## src/hdl/spindle_regs_pkg.sv

```systemverilog
// holds the register map, field positions, reset values and timing counts for the spindle/voice-coil register bank
// assumes a single 10 MHz clock shared with the host that drives the serial register port
// Functional notes
// - fine count low byte writable at 6Eh
// - status bit0 low during overtemperature shutdown
// - status bit1 low on overtemperature warning
// - status bit2 low without sequential back-EMF
// - status bit3 high on spindle fault
// - status bit4 low while back-EMF masked
// - status bit5 low when period exceeds 16ms
// - bits6/7 low during align and go
// - loop bit0 selects chop slew rate
// - loop bit1 selects charge pump current
// - loop bit3 routes sense to pin
// - bits5,4,3 select sense voltage limit
// - bits6/7 force charge pump low/high
// - control bit2 connects 2V reference
// - control bit4 doubles start-up times
// - control bit5 enables voice-coil section
// - serial transfers LSB first, direction then address
package spindle_regs_pkg;

  ////////////////////////////////////////////////////////////////////////////
  // register addresses (seven-bit serial address field)
  localparam logic [6:0] ADDR_FINE_LOW   = 7'h6E;
  localparam logic [6:0] ADDR_STATUS     = 7'h7E;
  localparam logic [6:0] ADDR_LOOP_CTRL  = 7'h8E;
  localparam logic [6:0] ADDR_SYS_CTRL   = 7'h9E;

  // reset values: power-on reset clears every internal register
  localparam logic [7:0] RST_FINE_LOW    = 8'h00;
  localparam logic [7:0] RST_LOOP_CTRL   = 8'h00;
  localparam logic [7:0] RST_SYS_CTRL    = 8'h00;

  ////////////////////////////////////////////////////////////////////////////
  // status field positions
  localparam int ST_OVERTEMP_SHUTDOWN_N = 0;
  localparam int ST_OVERTEMP_WARNING_N  = 1;
  localparam int ST_NO_BACK_EMF_N       = 2;
  localparam int ST_SPINDLE_FAULT       = 3;
  localparam int ST_BEMF_MASKED_N       = 4;
  localparam int ST_SPEED_LOCK_ERROR_N  = 5;
  localparam int ST_START_PHASE_ONE_N   = 6;
  localparam int ST_START_PHASE_TWO_N   = 7;

  // spindle loop register field positions
  localparam int LP_CHOP_SLEW      = 0;
  localparam int LP_PUMP_CURRENT   = 1;
  localparam int LP_UNUSED         = 2;
  localparam int LP_SENSE_TO_PIN   = 3;
  localparam int LP_LIMIT_HI       = 4;
  localparam int LP_LIMIT_LO       = 5;
  localparam int LP_PUMP_FORCE_LO  = 6;
  localparam int LP_PUMP_FORCE_HI  = 7;

  // system control field positions
  localparam int SC_PARK_VOLT_A    = 0;
  localparam int SC_PARK_VOLT_B    = 1;
  localparam int SC_REF_CONNECT    = 2;
  localparam int SC_PARK_TIME_A    = 3;
  localparam int SC_STARTUP_X2     = 4;
  localparam int SC_VCM_ENABLE     = 5;
  localparam int SC_PARK_TIME_B    = 6;
  localparam int SC_HEAD_PARK      = 7;

  ////////////////////////////////////////////////////////////////////////////
  // timing
  localparam int CLK_FREQ_HZ       = 10_000_000;
  localparam int SPEED_LOCK_MS     = 16;
  // longest spindle period before the lock error: 160000 cycles, a top parameter default
  localparam int SPEED_LOCK_CYCLES = CLK_FREQ_HZ / 1000 * SPEED_LOCK_MS;
  localparam int PERIOD_CNT_W      = 18;

  // serial frame: one direction bit, seven address bits, eight data bits
  localparam int FRAME_BITS        = 16;

endpackage

```

## src/hdl/serial_port_shifter.sv

```systemverilog
// holds the serial shift engine: LSB-first frames of direction, address and data
// assumes the frame select and serial clock arrive as pins, synchronised here with three flops each
`timescale 1ns/10ps
module serial_port_shifter
  import spindle_regs_pkg::*;
(
  // clock and reset
  input  wire logic       mclk,
  input  wire logic       rst_n,
  // serial pins
  input  wire logic       ser_sel_n,
  input  wire logic       ser_clk,
  input  wire logic       ser_din,
  output logic            ser_dout,
  output logic            ser_dout_oe,
  // register side
  output logic            wr_stb,
  output logic [6:0]      wr_addr,
  output logic [7:0]      wr_data,
  output logic            rd_req,
  output logic [6:0]      rd_addr,
  input  wire logic [7:0] rd_data
);

  typedef struct packed {
    logic [2:0]  sel_sync;
    logic [2:0]  clk_sync;
    logic [2:0]  din_sync;
    logic        sel_act;
    logic        clk_lvl;
    logic [4:0]  bit_cnt;
    logic        is_read;
    logic [6:0]  addr;
    logic [7:0]  data;
    logic [7:0]  rsh;
    logic        dout;
    logic        oe;
    logic        wr;
    logic        rd;
  } shift_st_t;

  shift_st_t st_ff;
  shift_st_t nxt_st;

  //////////////////////////////////////////////////////////////////////////////
  // a select or clock pin change counts only once stages two and three agree; data is taken from stage three as it stands
  always_comb begin
    nxt_st          = st_ff;
    nxt_st.wr       = 1'b0;
    nxt_st.rd       = 1'b0;
    nxt_st.sel_sync = {st_ff.sel_sync[1:0], ser_sel_n};
    nxt_st.clk_sync = {st_ff.clk_sync[1:0], ser_clk};
    nxt_st.din_sync = {st_ff.din_sync[1:0], ser_din};
    if (st_ff.sel_sync[2] == st_ff.sel_sync[1]) begin
      nxt_st.sel_act = ~st_ff.sel_sync[2];
    end
    if (st_ff.clk_sync[2] == st_ff.clk_sync[1]) begin
      nxt_st.clk_lvl = st_ff.clk_sync[2];
    end
    if (!nxt_st.sel_act) begin
      // frame ended or idle: drop back and release the data pin
      nxt_st.bit_cnt = 5'h00;
      nxt_st.oe      = 1'b0;
    end else if (st_ff.sel_act && nxt_st.clk_lvl && !st_ff.clk_lvl
                 && st_ff.bit_cnt < 5'(FRAME_BITS)) begin
      // rising serial edge: sample one bit, least significant first
      if (st_ff.bit_cnt == 5'h00) begin
        nxt_st.is_read = st_ff.din_sync[2];
      end else if (st_ff.bit_cnt < 5'h08) begin
        nxt_st.addr = {st_ff.din_sync[2], st_ff.addr[6:1]};
      end else begin
        nxt_st.data = {st_ff.din_sync[2], st_ff.data[7:1]};
      end
      nxt_st.bit_cnt = st_ff.bit_cnt + 5'h01;
      if (st_ff.bit_cnt == 5'h07 && nxt_st.is_read) begin
        nxt_st.rd = 1'b1;
      end
      if (st_ff.bit_cnt == 5'(FRAME_BITS - 1) && !st_ff.is_read) begin
        nxt_st.wr = 1'b1;
      end
    end else if (st_ff.sel_act && !nxt_st.clk_lvl && st_ff.clk_lvl
                 && st_ff.is_read && st_ff.bit_cnt >= 5'h08
                 && st_ff.bit_cnt < 5'(FRAME_BITS + 1)) begin
      // falling serial edge in a read: present next data bit, LSB first
      nxt_st.oe   = 1'b1;
      nxt_st.dout = st_ff.rsh[0];
      nxt_st.rsh  = {1'b0, st_ff.rsh[7:1]};
    end
    // read data is captured the cycle after the address completes
    if (st_ff.rd) begin
      nxt_st.rsh = rd_data;
    end
  end

  // single state register
  always_ff @(posedge mclk or negedge rst_n) begin
    if (!rst_n) begin
      st_ff <= '0;
      st_ff.sel_sync <= 3'h7;
    end else begin
      st_ff <= nxt_st;
    end
  end

  assign ser_dout    = st_ff.dout;
  assign ser_dout_oe = st_ff.oe;
  assign wr_stb      = st_ff.wr;
  assign wr_addr     = st_ff.addr;
  assign wr_data     = st_ff.data;
  assign rd_req      = st_ff.rd;
  assign rd_addr     = st_ff.addr;

endmodule // serial_port_shifter

```

## src/hdl/spindle_vcm_status_ctrl_regs.sv

```systemverilog
// holds the fine-count, status, spindle-loop and system-control registers behind the serial port
// assumes analog status levels arrive unsynchronised and that the host shares mclk
`timescale 1ns/10ps
module spindle_vcm_status_ctrl_regs
  import spindle_regs_pkg::*;
#(
  parameter int SPEED_LOCK_LIMIT = SPEED_LOCK_CYCLES
)(
  // clock and reset
  input  wire logic       mclk,
  input  wire logic       arst_n,
  // serial register port
  input  wire logic       ser_sel_n,
  input  wire logic       ser_clk,
  input  wire logic       ser_din,
  output logic            ser_dout,
  output logic            ser_dout_oe,
  // analog monitor levels
  input  wire logic       overtemp_shutdown_in,
  input  wire logic       overtemp_warning_in,
  input  wire logic       fast_decel_in,
  input  wire logic       zero_cross_fast_in,
  input  wire logic       bemf_mask_in,
  input  wire logic       start_align_in,
  input  wire logic       start_go_in,
  input  wire logic       zero_cross_evt_in,
  input  wire logic       period_tick_in,
  // fine count output
  output logic [7:0]      fine_count_low,
  // spindle loop controls
  output logic            spindle_chop_slew_sel,
  output logic            pump_current_sel,
  output logic            sense_to_pin_sel,
  output logic [2:0]      sense_limit_code,
  output logic            pump_force_low,
  output logic            pump_force_high,
  output logic            spindle_drive_tristate,
  // system controls
  output logic [1:0]      park_volt_code,
  output logic            ref_connect,
  output logic [1:0]      park_time_code,
  output logic            startup_time_x2,
  output logic            voice_coil_enable,
  output logic            head_park_command
);

  //////////////////////////////////////////////////////////////////////////////
  // reset release through two flops
  logic [1:0] rst_sync_ff;
  logic       rst_n;

  always_ff @(posedge mclk or negedge arst_n) begin
    if (!arst_n) begin
      rst_sync_ff <= 2'h0;
    end else begin
      rst_sync_ff <= {rst_sync_ff[0], 1'b1};
    end
  end
  assign rst_n = rst_sync_ff[1];

  //////////////////////////////////////////////////////////////////////////////
  // serial engine
  logic       wr_stb;
  logic [6:0] wr_addr;
  logic [7:0] wr_data;
  logic       rd_req;
  logic [6:0] rd_addr;
  logic [7:0] rd_data;

  serial_port_shifter u_shift (
    .mclk        (mclk),
    .rst_n       (rst_n),
    .ser_sel_n   (ser_sel_n),
    .ser_clk     (ser_clk),
    .ser_din     (ser_din),
    .ser_dout    (ser_dout),
    .ser_dout_oe (ser_dout_oe),
    .wr_stb      (wr_stb),
    .wr_addr     (wr_addr),
    .wr_data     (wr_data),
    .rd_req      (rd_req),
    .rd_addr     (rd_addr),
    .rd_data     (rd_data)
  );

  //////////////////////////////////////////////////////////////////////////////
  // state of the bank
  localparam int NUM_MON = 9;

  typedef struct packed {
    logic [NUM_MON-1:0]    mon_s1;
    logic [NUM_MON-1:0]    mon_s2;
    logic [NUM_MON-1:0]    mon_s3;
    logic [NUM_MON-1:0]    mon;
    logic [7:0]            fine_low;
    logic [7:0]            loop_ctrl;
    logic [7:0]            sys_ctrl;
    logic [PERIOD_CNT_W-1:0] period_cnt;
    logic                  lock_err;
  } bank_st_t;

  bank_st_t st_ff;
  bank_st_t nxt_st;

  logic [NUM_MON-1:0] mon_raw;
  logic [NUM_MON-1:0] mon_agree;

  assign mon_raw = {period_tick_in, zero_cross_evt_in, start_go_in, start_align_in, bemf_mask_in,
                    zero_cross_fast_in, fast_decel_in, overtemp_warning_in, overtemp_shutdown_in};

  // per-input filter: stage two and three must agree before the level moves
  genvar gi;
  generate
    for (gi = 0; gi < NUM_MON; gi++) begin : g_mon
      assign mon_agree[gi] = (st_ff.mon_s2[gi] == st_ff.mon_s3[gi]);
    end
  endgenerate

  logic tick_rise;
  logic [7:0] status_word;

  // edges are taken from the filtered copy, never from a first stage;
  // built from the filter flops so the edge does not loop back through nxt_st
  assign tick_rise = mon_agree[8] & st_ff.mon_s3[8] & ~st_ff.mon[8];

  // status image, active-low flags per field except the active-high spindle fault in bit3
  always_comb begin
    status_word                         = 8'hFF;
    status_word[ST_OVERTEMP_SHUTDOWN_N] = ~st_ff.mon[0];
    status_word[ST_OVERTEMP_WARNING_N]  = ~st_ff.mon[1];
    status_word[ST_NO_BACK_EMF_N]       = ~st_ff.lock_err | st_ff.mon[7] ? 1'b1 : 1'b0;
    status_word[ST_SPINDLE_FAULT]       = st_ff.mon[2] | st_ff.mon[3];
    status_word[ST_BEMF_MASKED_N]       = ~st_ff.mon[4];
    status_word[ST_SPEED_LOCK_ERROR_N]  = ~st_ff.lock_err;
    status_word[ST_START_PHASE_ONE_N]   = ~st_ff.mon[5];
    status_word[ST_START_PHASE_TWO_N]   = ~st_ff.mon[6];
  end

  //////////////////////////////////////////////////////////////////////////////
  // next state
  always_comb begin
    nxt_st            = st_ff;
    nxt_st.mon_s1     = mon_raw;
    nxt_st.mon_s2     = st_ff.mon_s1;
    nxt_st.mon_s3     = st_ff.mon_s2;
    for (int i = 0; i < NUM_MON; i++) begin
      if (mon_agree[i]) begin
        nxt_st.mon[i] = st_ff.mon_s3[i];
      end
    end
    // period watchdog: a tick restarts the count, reaching SPEED_LOCK_LIMIT flags the lock error and holds the count
    if (tick_rise) begin
      nxt_st.period_cnt = '0;
      nxt_st.lock_err   = 1'b0;
    end else if (st_ff.period_cnt >= PERIOD_CNT_W'(SPEED_LOCK_LIMIT)) begin
      nxt_st.lock_err   = 1'b1;
    end else begin
      nxt_st.period_cnt = st_ff.period_cnt + PERIOD_CNT_W'(1);
    end
    // register writes; read-only and unmapped addresses ignore writes
    if (wr_stb) begin
      case (wr_addr)
        ADDR_FINE_LOW:  nxt_st.fine_low  = wr_data;
        ADDR_LOOP_CTRL: nxt_st.loop_ctrl = wr_data;
        ADDR_SYS_CTRL:  nxt_st.sys_ctrl  = wr_data;
        default: ;
      endcase
    end
  end

  // the single state register; power-on reset clears every register
  always_ff @(posedge mclk or negedge rst_n) begin
    if (!rst_n) begin
      st_ff           <= '0;
      st_ff.fine_low  <= RST_FINE_LOW;
      st_ff.loop_ctrl <= RST_LOOP_CTRL;
      st_ff.sys_ctrl  <= RST_SYS_CTRL;
    end else begin
      st_ff <= nxt_st;
    end
  end

  // only the status word reads back; write-only and unmapped addresses read as zero.
  // combinational so the shifter latches it on the edge that ends the request pulse
  assign rd_data = (rd_req && rd_addr == ADDR_STATUS) ? status_word : 8'h00;

  //////////////////////////////////////////////////////////////////////////////
  // control outputs straight from the registers
  assign fine_count_low         = st_ff.fine_low;
  assign spindle_chop_slew_sel  = st_ff.loop_ctrl[LP_CHOP_SLEW];
  assign pump_current_sel       = st_ff.loop_ctrl[LP_PUMP_CURRENT];
  assign sense_to_pin_sel       = st_ff.loop_ctrl[LP_SENSE_TO_PIN];
  // code: {sense_to_pin, hi, lo}; 0..3 normal 0.45-0.75V, 4..7 pin mode 0.15-0.30V
  assign sense_limit_code       = {st_ff.loop_ctrl[LP_SENSE_TO_PIN],
                                   st_ff.loop_ctrl[LP_LIMIT_HI],
                                   st_ff.loop_ctrl[LP_LIMIT_LO]};
  assign pump_force_low         = st_ff.loop_ctrl[LP_PUMP_FORCE_LO];
  assign pump_force_high        = st_ff.loop_ctrl[LP_PUMP_FORCE_HI];
  // drivers float while the shutdown flag stands, regardless of the control bits
  assign spindle_drive_tristate = st_ff.mon[0];
  assign park_volt_code         = {st_ff.sys_ctrl[SC_PARK_VOLT_A],
                                   st_ff.sys_ctrl[SC_PARK_VOLT_B]};
  assign ref_connect            = st_ff.sys_ctrl[SC_REF_CONNECT];
  assign park_time_code         = {st_ff.sys_ctrl[SC_PARK_TIME_A],
                                   st_ff.sys_ctrl[SC_PARK_TIME_B]};
  assign startup_time_x2        = st_ff.sys_ctrl[SC_STARTUP_X2];
  assign voice_coil_enable      = st_ff.sys_ctrl[SC_VCM_ENABLE];
  assign head_park_command      = st_ff.sys_ctrl[SC_HEAD_PARK];

endmodule // spindle_vcm_status_ctrl_regs

```

## config.mk

```make
export PLATFORM = sky130hd
export DESIGN_NAME = spindle_vcm_status_ctrl_regs
export DESIGN_NICKNAME = d
export VERILOG_FILES = /design/src/hdl/spindle_regs_pkg.sv /design/src/hdl/serial_port_shifter.sv /design/src/hdl/spindle_vcm_status_ctrl_regs.sv
export SDC_FILE = /design/constraint.sdc
export NUM_CORES = 1
export LEC_CHECK = 0
export BUFFER_PORTS_ARGS = -buffer_cell sky130_fd_sc_hd__buf_2
export CORE_AREA = 2 2 93 95
export DETAILED_ROUTE_END_ITERATION = 10
export DIE_AREA = 0 0 95 97
export GPL_TIMING_DRIVEN = 0
export PLACE_DENSITY_LB_ADDON = 0.3
export SKIP_CTS_REPAIR_TIMING = 1
export SYNTH_ARGS = -nofsm -noshare
export SYNTH_HDL_FRONTEND = slang
export SYNTH_HIERARCHICAL = 1
export SYNTH_SLANG_ARGS = --single-unit
```

## constraint.sdc

```tcl
create_clock -name mclk -period 7.85 [get_ports mclk]
set_input_delay 0.3925 -clock mclk [delete_from_list [all_inputs] [get_ports mclk]]
set_output_delay 0.3925 -clock mclk [all_outputs]
set_load 0.02 [all_outputs]
```

# Yosys cells after proc, flatten, opt, wreduce, memory -nomap -nowiden
# Cells that the tools add are included.
[op_classes]
add_sub_neg = 2
multipliers = 0
n_div = 0
order_cmp = 5
eq_ne = 22
n_shift = 0
muxes = 24
bitwise_logic = 15
reduce_logical = 27
[op_table]
columns = ["operator", "count"]
rows = [
  ["$mux W8", 3],
  ["$mux W21", 1],
  ["$mux W10", 2],
  ["$mux W19", 1],
  ["$add A18 B1 Y18 const B", 1],
  ["$ge A18 B18 Y1 const B", 1],
  ["$mux W18", 1],
  ["$mux W15", 1],
  ["$eq A7 B7 Y1 const B", 2],
  ["$eq A1 B1 Y1", 11],
  ["$logic_and A1 B1 Y1", 11],
  ["$not A1 Y1", 11],
  ["$lt A5 B5 Y1 const B", 2],
  ["$mux W1", 10],
  ["$reduce_and A2 Y1", 5],
  ["$mux W9", 1],
  ["$ne A2 B2 Y1 const B", 4],
  ["$reduce_and A4 Y1", 2],
  ["$eq A7 B4 Y1 const B", 1],
  ["$eq A7 B5 Y1 const B", 1],
  ["$mux W7", 1],
  ["$reduce_and A3 Y1", 2],
  ["$reduce_bool A2 Y1", 3],
  ["$add A5 B1 Y5 const B", 1],
  ["11 further kinds", 16],
]
[totals]
ff_bits = 125
latch_bits = 0
ram_bits = 0
romBits = 0
in_bits = 14
output_inout_bits = 27
wordCells = 127
memories = 0

# Depth between registers and ports, before layout
[depth]
ltp_word = 12
depth_mapped = 7
depth_no_buf = 5

# By module
# The synthesis kept the hierarchy.
[by_module_without_submodules]
columns = ["mod", "n_inst", "cells_per_inst", "area_per_inst_um2", "seq_area_each_um2"]
rows = [
  ["spindle_vcm_status_ctrl_regs", 1, 249, 3191.8, 2001.9],
  ["serial_port_shifter", 1, 160, 1990.7, 1104.8],
]

# Least setup slack after synthesis
# OpenSTA, ideal clock, no wires.
[synth_timing]
path_type = "register -> register"
start = "reg st_ff[12] (netlist name)"
end = "reg st_ff[13] (netlist name)"
setup_ps = 120
t_arrival_ps = 1901
required_ps = 7730
slack_ps = 5829
stages_incl_launch_ff = 5
path_buffers = 0
period_less_slack_ps = 2021
path_cell_list = "dfrtp_1 or4_4 a211o_1 o311a_2 a31o_2"
[synth_via]
elab_chain_cells = 3
elab_cells_between_ends = 5
cone_classes = "add/sub: 1; order compare: 1; eq/ne: 1; mux: 2"
[synth_lines]
columns = ["element", "line_no", "rtl"]
rows = [
  ["from (decl)", "spindle_vcm_status_ctrl_regs.sv:102", "bank_st_t st_ff;"],
  ["from (signal assigned)", "spindle_vcm_status_ctrl_regs.sv:179", "st_ff <= nxt_st;"],
  ["$add A18 B1 Y18", "spindle_vcm_status_ctrl_regs.sv:158", "nxt_st.period_cnt = st_ff.period_cnt + PERIOD_CNT_W'(1);"],
  ["$mux W18", "spindle_vcm_status_ctrl_regs.sv:155", "end else if (st_ff.period_cnt >= PERIOD_CNT_W'(SPEED_LOCK_LIMIT)) begin"],
  ["$mux W19", "spindle_vcm_status_ctrl_regs.sv:152", "if (tick_rise) begin"],
]
# Parallel ways exist; a longest one is shown, timed or not. The select of a mux whose other input is x is not followed.
# A chain may end at the register's enable or synchronous reset.

# Worst setup path after layout
[layout_timing]
start = "reg st_ff[12] (netlist name)"
end = "reg st_ff[17] (netlist name)"
# Same word-level chain as after synthesis.

==> impl_metrics.py <==
metrics = {
    "setup_path": {
        "critical-path-slowest-cell": "sky130_fd_sc_hd__or4_4",
        "crit_path_start": "st_ff[12]$_DFFE_PN0P_",
        "crit_fanout": 6,
        "worst_setup_path_end_kind": "register",
        "rr_startpoint": "st_ff[12]$_DFFE_PN0P_",
        "cp_num_cells": 4,
        "critical_path.n_buffers_inverters": 0,
        "cp_slowest_stage_delay_ns": 0.59,
        "setup.worst_path.end": "st_ff[17]$_DFFE_PN0P_",
        "crit_arrival_ns": 2.64,
        "rrSetupSlack_ns": 5.64,
        "critical_path_required_ns": 8.28,
        "critical-path-top-delay-family": "simple AND/OR/NAND/NOR gates",
        "reg2reg_depth": 4,
        "path_class": "register to register",
        "crit_chain": "or4_4 -> a2111oi_4 -> or4b_1 -> a21oi_1",
        "reg2reg_to": "st_ff[17]$_DFFE_PN0P_",
        "critPathLaunchType": "register",
    },
    "timing": {
        "tightestPinTransition_ns": 0.6805,
        "layout_worst_path_cycle_share_pct": 28.19,
        "unrepaired_setup_endpoints_after_global_routing": "false",
        "period_needed_ns": 2.213,
        "setup-violations-final": 0,
        "finClkSkew_ns": 0.007417,
        "setup_ws_ns": 5.637,
        "number_of_max_slew_violations_in_the_final_report": 0,
        "clock.fmax_ghz": 0.4518,
        "final_hold_viol_count": 0,
        "timing.slew.headroom_pct": 54.36,
        "setup_tns_ns": 0,
    },
    "cells_and_area": {
        "stdcell_count": 600,
        "nNetsFinal": 502,
        "total_inserted_antenna_cells": 0,
        "syn2layout_area_growth_pct": 20.23,
        "final_cell_area_um2": 6231,
        "post_route_cells_drive_above_1_share_pct": 33.94,
    },
    "place": {
        "globalplace.congestion": 0.8064,
        "pre_cts_slack_ns": 5.683,
        "dpl-instance-area_um2": 5545,
        "placed_cells": 555,
        "port-buffer-count": 40,
        "place_hpwl_mm": 5.698,
    },
    "logic_synthesis": {
        "yosys-top-cells-area": "sky130_fd_sc_hd__dfrtp_1 58%, sky130_fd_sc_hd__mux2_2 8.9%, sky130_fd_sc_hd__buf_4 5.4%, sky130_fd_sc_hd__a21oi_1 2.0%, sky130_fd_sc_hd__nor2_1 2.0%",
        "mapped_area_um2": 5182,
        "yosysTopAreaCell": "sky130_fd_sc_hd__dfrtp_1",
        "xor_and_xnor_area_share_after_synthesis_pct": 1.014,
        "syn_inst": 409,
        "synth_simple_gate_area_share_pct": 11.35,
        "dominantRegCellSynth": "sky130_fd_sc_hd__dfrtp_1",
        "yosys_register_bits": 124,
        "syn_nets": 429,
        "synth.top_cell.area_share_pct": 58.43,
        "number_of_flops_mapped_to_enable_cells_by_yosys": 0,
        "postSynth.asyncResetShare_pct": 100.0,
        "dominant_combinational_cell_family_by_area_after_synthesis": "simple AND/OR/NAND/NOR gates",
        "netlist-cell-type-count": 58,
        "muxShareOfSynthArea_pct": 9.488,
        "synth_compound_gate_area_share_pct": 7.991,
        "synth_seq_area_share_pct": 59.95,
        "synth_adder_area_share_pct": 3.211,
        "synth.avg_cell_area_um2": 12.67,
        "ys_warn_count": 6,
    },
    "power": {
        "total_leakage_power_nw": 3.009,
        "totalPowerFinal_mw": 1.505,
        "pwr_density_cell_nw_per_um2": 241.5,
        "vdd.ir_drop.worst_mv": 0.2100,
    },
    "floorplanning": {
        "total_core_area_um2": 8134,
        "fp.dieW_um": 95,
        "total_number_of_placement_rows": 33,
        "ios": 41,
        "chipHeight_um": 97,
        "area_of_the_die_um2": 9215,
        "initial_core_util_pct": 63.71,
    },
    "drt": {
        "detail_route.wirelength_mm": 9.668,
        "initialDrtViolationCount": 235,
        "route.detailed.wl_per_inst_um": 16.11,
        "detailroute.via_count": 3389,
        "drt-pass1-iter-count": 5,
        "route.detailed.vias_per_inst": 5.648,
        "drcViolationCount": 0,
        "ant_nets": 0,
    },
    "clocking": {
        "cts_buffer_depth": 2,
        "cts-buffers-inserted": 17,
        "clock_root_cell": "sky130_fd_sc_hd__clkbuf_8",
        "tritoncts": "built",
        "clock_sink_count": 124,
        "skew_pair_late_insertion_delay_ns": 0.51,
        "clkTransAtPathRegs_ns": 0.06,
        "htree_levels": 4,
    },
    "global_route": {
        "grt_first_pass_wirelength_mm": 16.19,
        "globalRoute.totalOverflow": 0,
        "globalRouteTotalUtil_pct": 22.73,
        "grt_pass1_vias": 3458,
        "grt_max_degree": 70,
        "antenna_found_initial": 0,
    },
    "outcome": {
        "status": "complete, no violations",
    },
    "worst_hold_path": {
        "holdCritPathClass": "input pin to async pin",
    },
    "job": {
        "cap_viol_max_count": 0,
    },
}
-- layout make-up --
| type | instances | area (um^2) |
|---|---|---|
| Tap cell | 105 | 131.4 |
| Inverter | 9 | 33.78 |
| Fill cell | 477 | 1903 |
| Sequential cell | 124 | 3110 |
| Clock inverter | 14 | 137.6 |
| Multi-Input combinational cell | 229 | 1717 |
| Clock buffer | 18 | 417.9 |
| Buffer | 47 | 325.3 |
| Timing Repair Buffer | 54 | 357.8 |
-- flip-flops by register name, indices dropped and copies added, names as in the netlist, 2 cells and up --
| signal | cells |
|---|---|
| st_ff | 36 |
| u_shift/wr_data | 8 |
| fine_count_low | 8 |
| u_shift/nxt_st | 6 |
| sense_limit_code | 3 |
| u_shift/st_ff | 19 |
| nxt_st | 18 |
| park_time_code | 2 |
| u_shift/rd_addr | 7 |
| park_volt_code | 2 |
| rst_sync_ff | 2 |
-- cell families (layout without fill, tap and decap cells) --
logic type | Yosys count | count (layout)
flip-flops | 124 | 124
multiplexers | 44 | 44
AND/OR/NAND/NOR | 104 | 104
adder cells (fa/ha/maj) | 15 | 15
other | 1 | 1
XOR/XNOR | 6 | 6
AO/OA/AOI/OAI | 59 | 59
buffers and inverters | 56 | 142
-- cells in the mapped netlist (2+ instances only) --
cell type	number
sky130_fd_sc_hd__a211oi_1	8
sky130_fd_sc_hd__a21oi_1	21
sky130_fd_sc_hd__a31o_2	2
sky130_fd_sc_hd__a31oi_1	2
sky130_fd_sc_hd__and2_1	3
sky130_fd_sc_hd__and3_1	4
sky130_fd_sc_hd__and4_1	2
sky130_fd_sc_hd__buf_2	2
sky130_fd_sc_hd__buf_4	37
sky130_fd_sc_hd__clkbuf_1	6
sky130_fd_sc_hd__dfrtp_1	121
sky130_fd_sc_hd__dfstp_2	3
sky130_fd_sc_hd__ha_1	6
sky130_fd_sc_hd__inv_1	9
sky130_fd_sc_hd__maj3_1	8
sky130_fd_sc_hd__mux2_2	41
sky130_fd_sc_hd__mux2i_1	3
sky130_fd_sc_hd__nand2_1	16
sky130_fd_sc_hd__nand2b_1	3
sky130_fd_sc_hd__nand3_1	9
sky130_fd_sc_hd__nand4_1	7
sky130_fd_sc_hd__nor2_1	28
sky130_fd_sc_hd__nor2b_1	9
sky130_fd_sc_hd__nor3_1	3
sky130_fd_sc_hd__nor3b_1	2
sky130_fd_sc_hd__nor4_1	2
sky130_fd_sc_hd__nor4_4	2
sky130_fd_sc_hd__o211ai_1	3
sky130_fd_sc_hd__o21a_1	2
sky130_fd_sc_hd__o21ai_0	7
sky130_fd_sc_hd__o31ai_1	2
sky130_fd_sc_hd__or3_1	4
sky130_fd_sc_hd__or4_1	3
sky130_fd_sc_hd__xnor2_1	4
sky130_fd_sc_hd__xor2_1	2
-- through the flow --
stage | utilization [%] | hold slack, ns
after floorplan | - | 0.09691
after global placement | 67.79 | 0.1778
after detailed placement | 68.17 | 0.1787
after CTS | 75.00 | -0.3665
after global routing | 76.60 | 0.1843
final | 76.60 | 0.1940
-- report_power, final --
| group | total, mW | internal [mW] | switching (mW) | leakage (nW) |
|---|---|---|---|---|
| clock | 0.723 | 0.426 | 0.297 | 0.266 |
| sequential | 0.704 | 0.672 | 0.0320 | 1.60 |
| combinational | 0.0779 | 0.0373 | 0.0406 | 1.14 |
-- worst min-delay path by stage --
| stage | start | to | slack, ns | cells past startpoint |
|---|---|---|---|---|
| floorplan | arst_n | rst_sync_ff[0]$_DFF_PN0_ | 0.1 | 0 |
| global placement | arst_n | rst_sync_ff[0]$_DFF_PN0_ | 0.18 | 1 |
| detailed placement | arst_n | rst_sync_ff[0]$_DFF_PN0_ | 0.18 | 1 |
| CTS | arst_n | rst_sync_ff[1]$_DFF_PN0_ | -0.37 | 1 |
| global route | arst_n | rst_sync_ff[1]$_DFF_PN0_ | 0.18 | 2 |
| finish | arst_n | rst_sync_ff[1]$_DFF_PN0_ | 0.19 | 2 |
-- routing by layer --
layer	routed length [um]	track usage (%)	up-vias
li1	-	-	1567
met1	4128	29.78	1694
met2	4930	35.52	108
met3	405	6.231	20
met4	204	10.03	0
met5	0	0	-
-- placed cells by master, fill, tap and decap left out, drive strengths merged, types with 2 or more instances in the layout --
master / count
dfrtp: 121
buf: 82
mux2: 41
nor2: 28
clkbuf: 24
a21oi: 22
nand2: 16
inv: 14
dlygate4sd3: 13
nand3: 9
nor2b: 9
maj3: 9
a211oi: 8
nand4: 8
o21ai: 7
ha: 6
clkinv: 5
and3: 4
or3: 4
xnor2: 4
or4: 4
nor4: 4
nor3: 3
nand2b: 3
and2: 3
mux2i: 3
o211ai: 3
clkinvlp: 3
dfstp: 3
and4: 2
o21a: 2
a31oi: 2
o31ai: 2
a31o: 2
xor2: 2
nor3b: 2
Power figures use the tool's default switching activity.
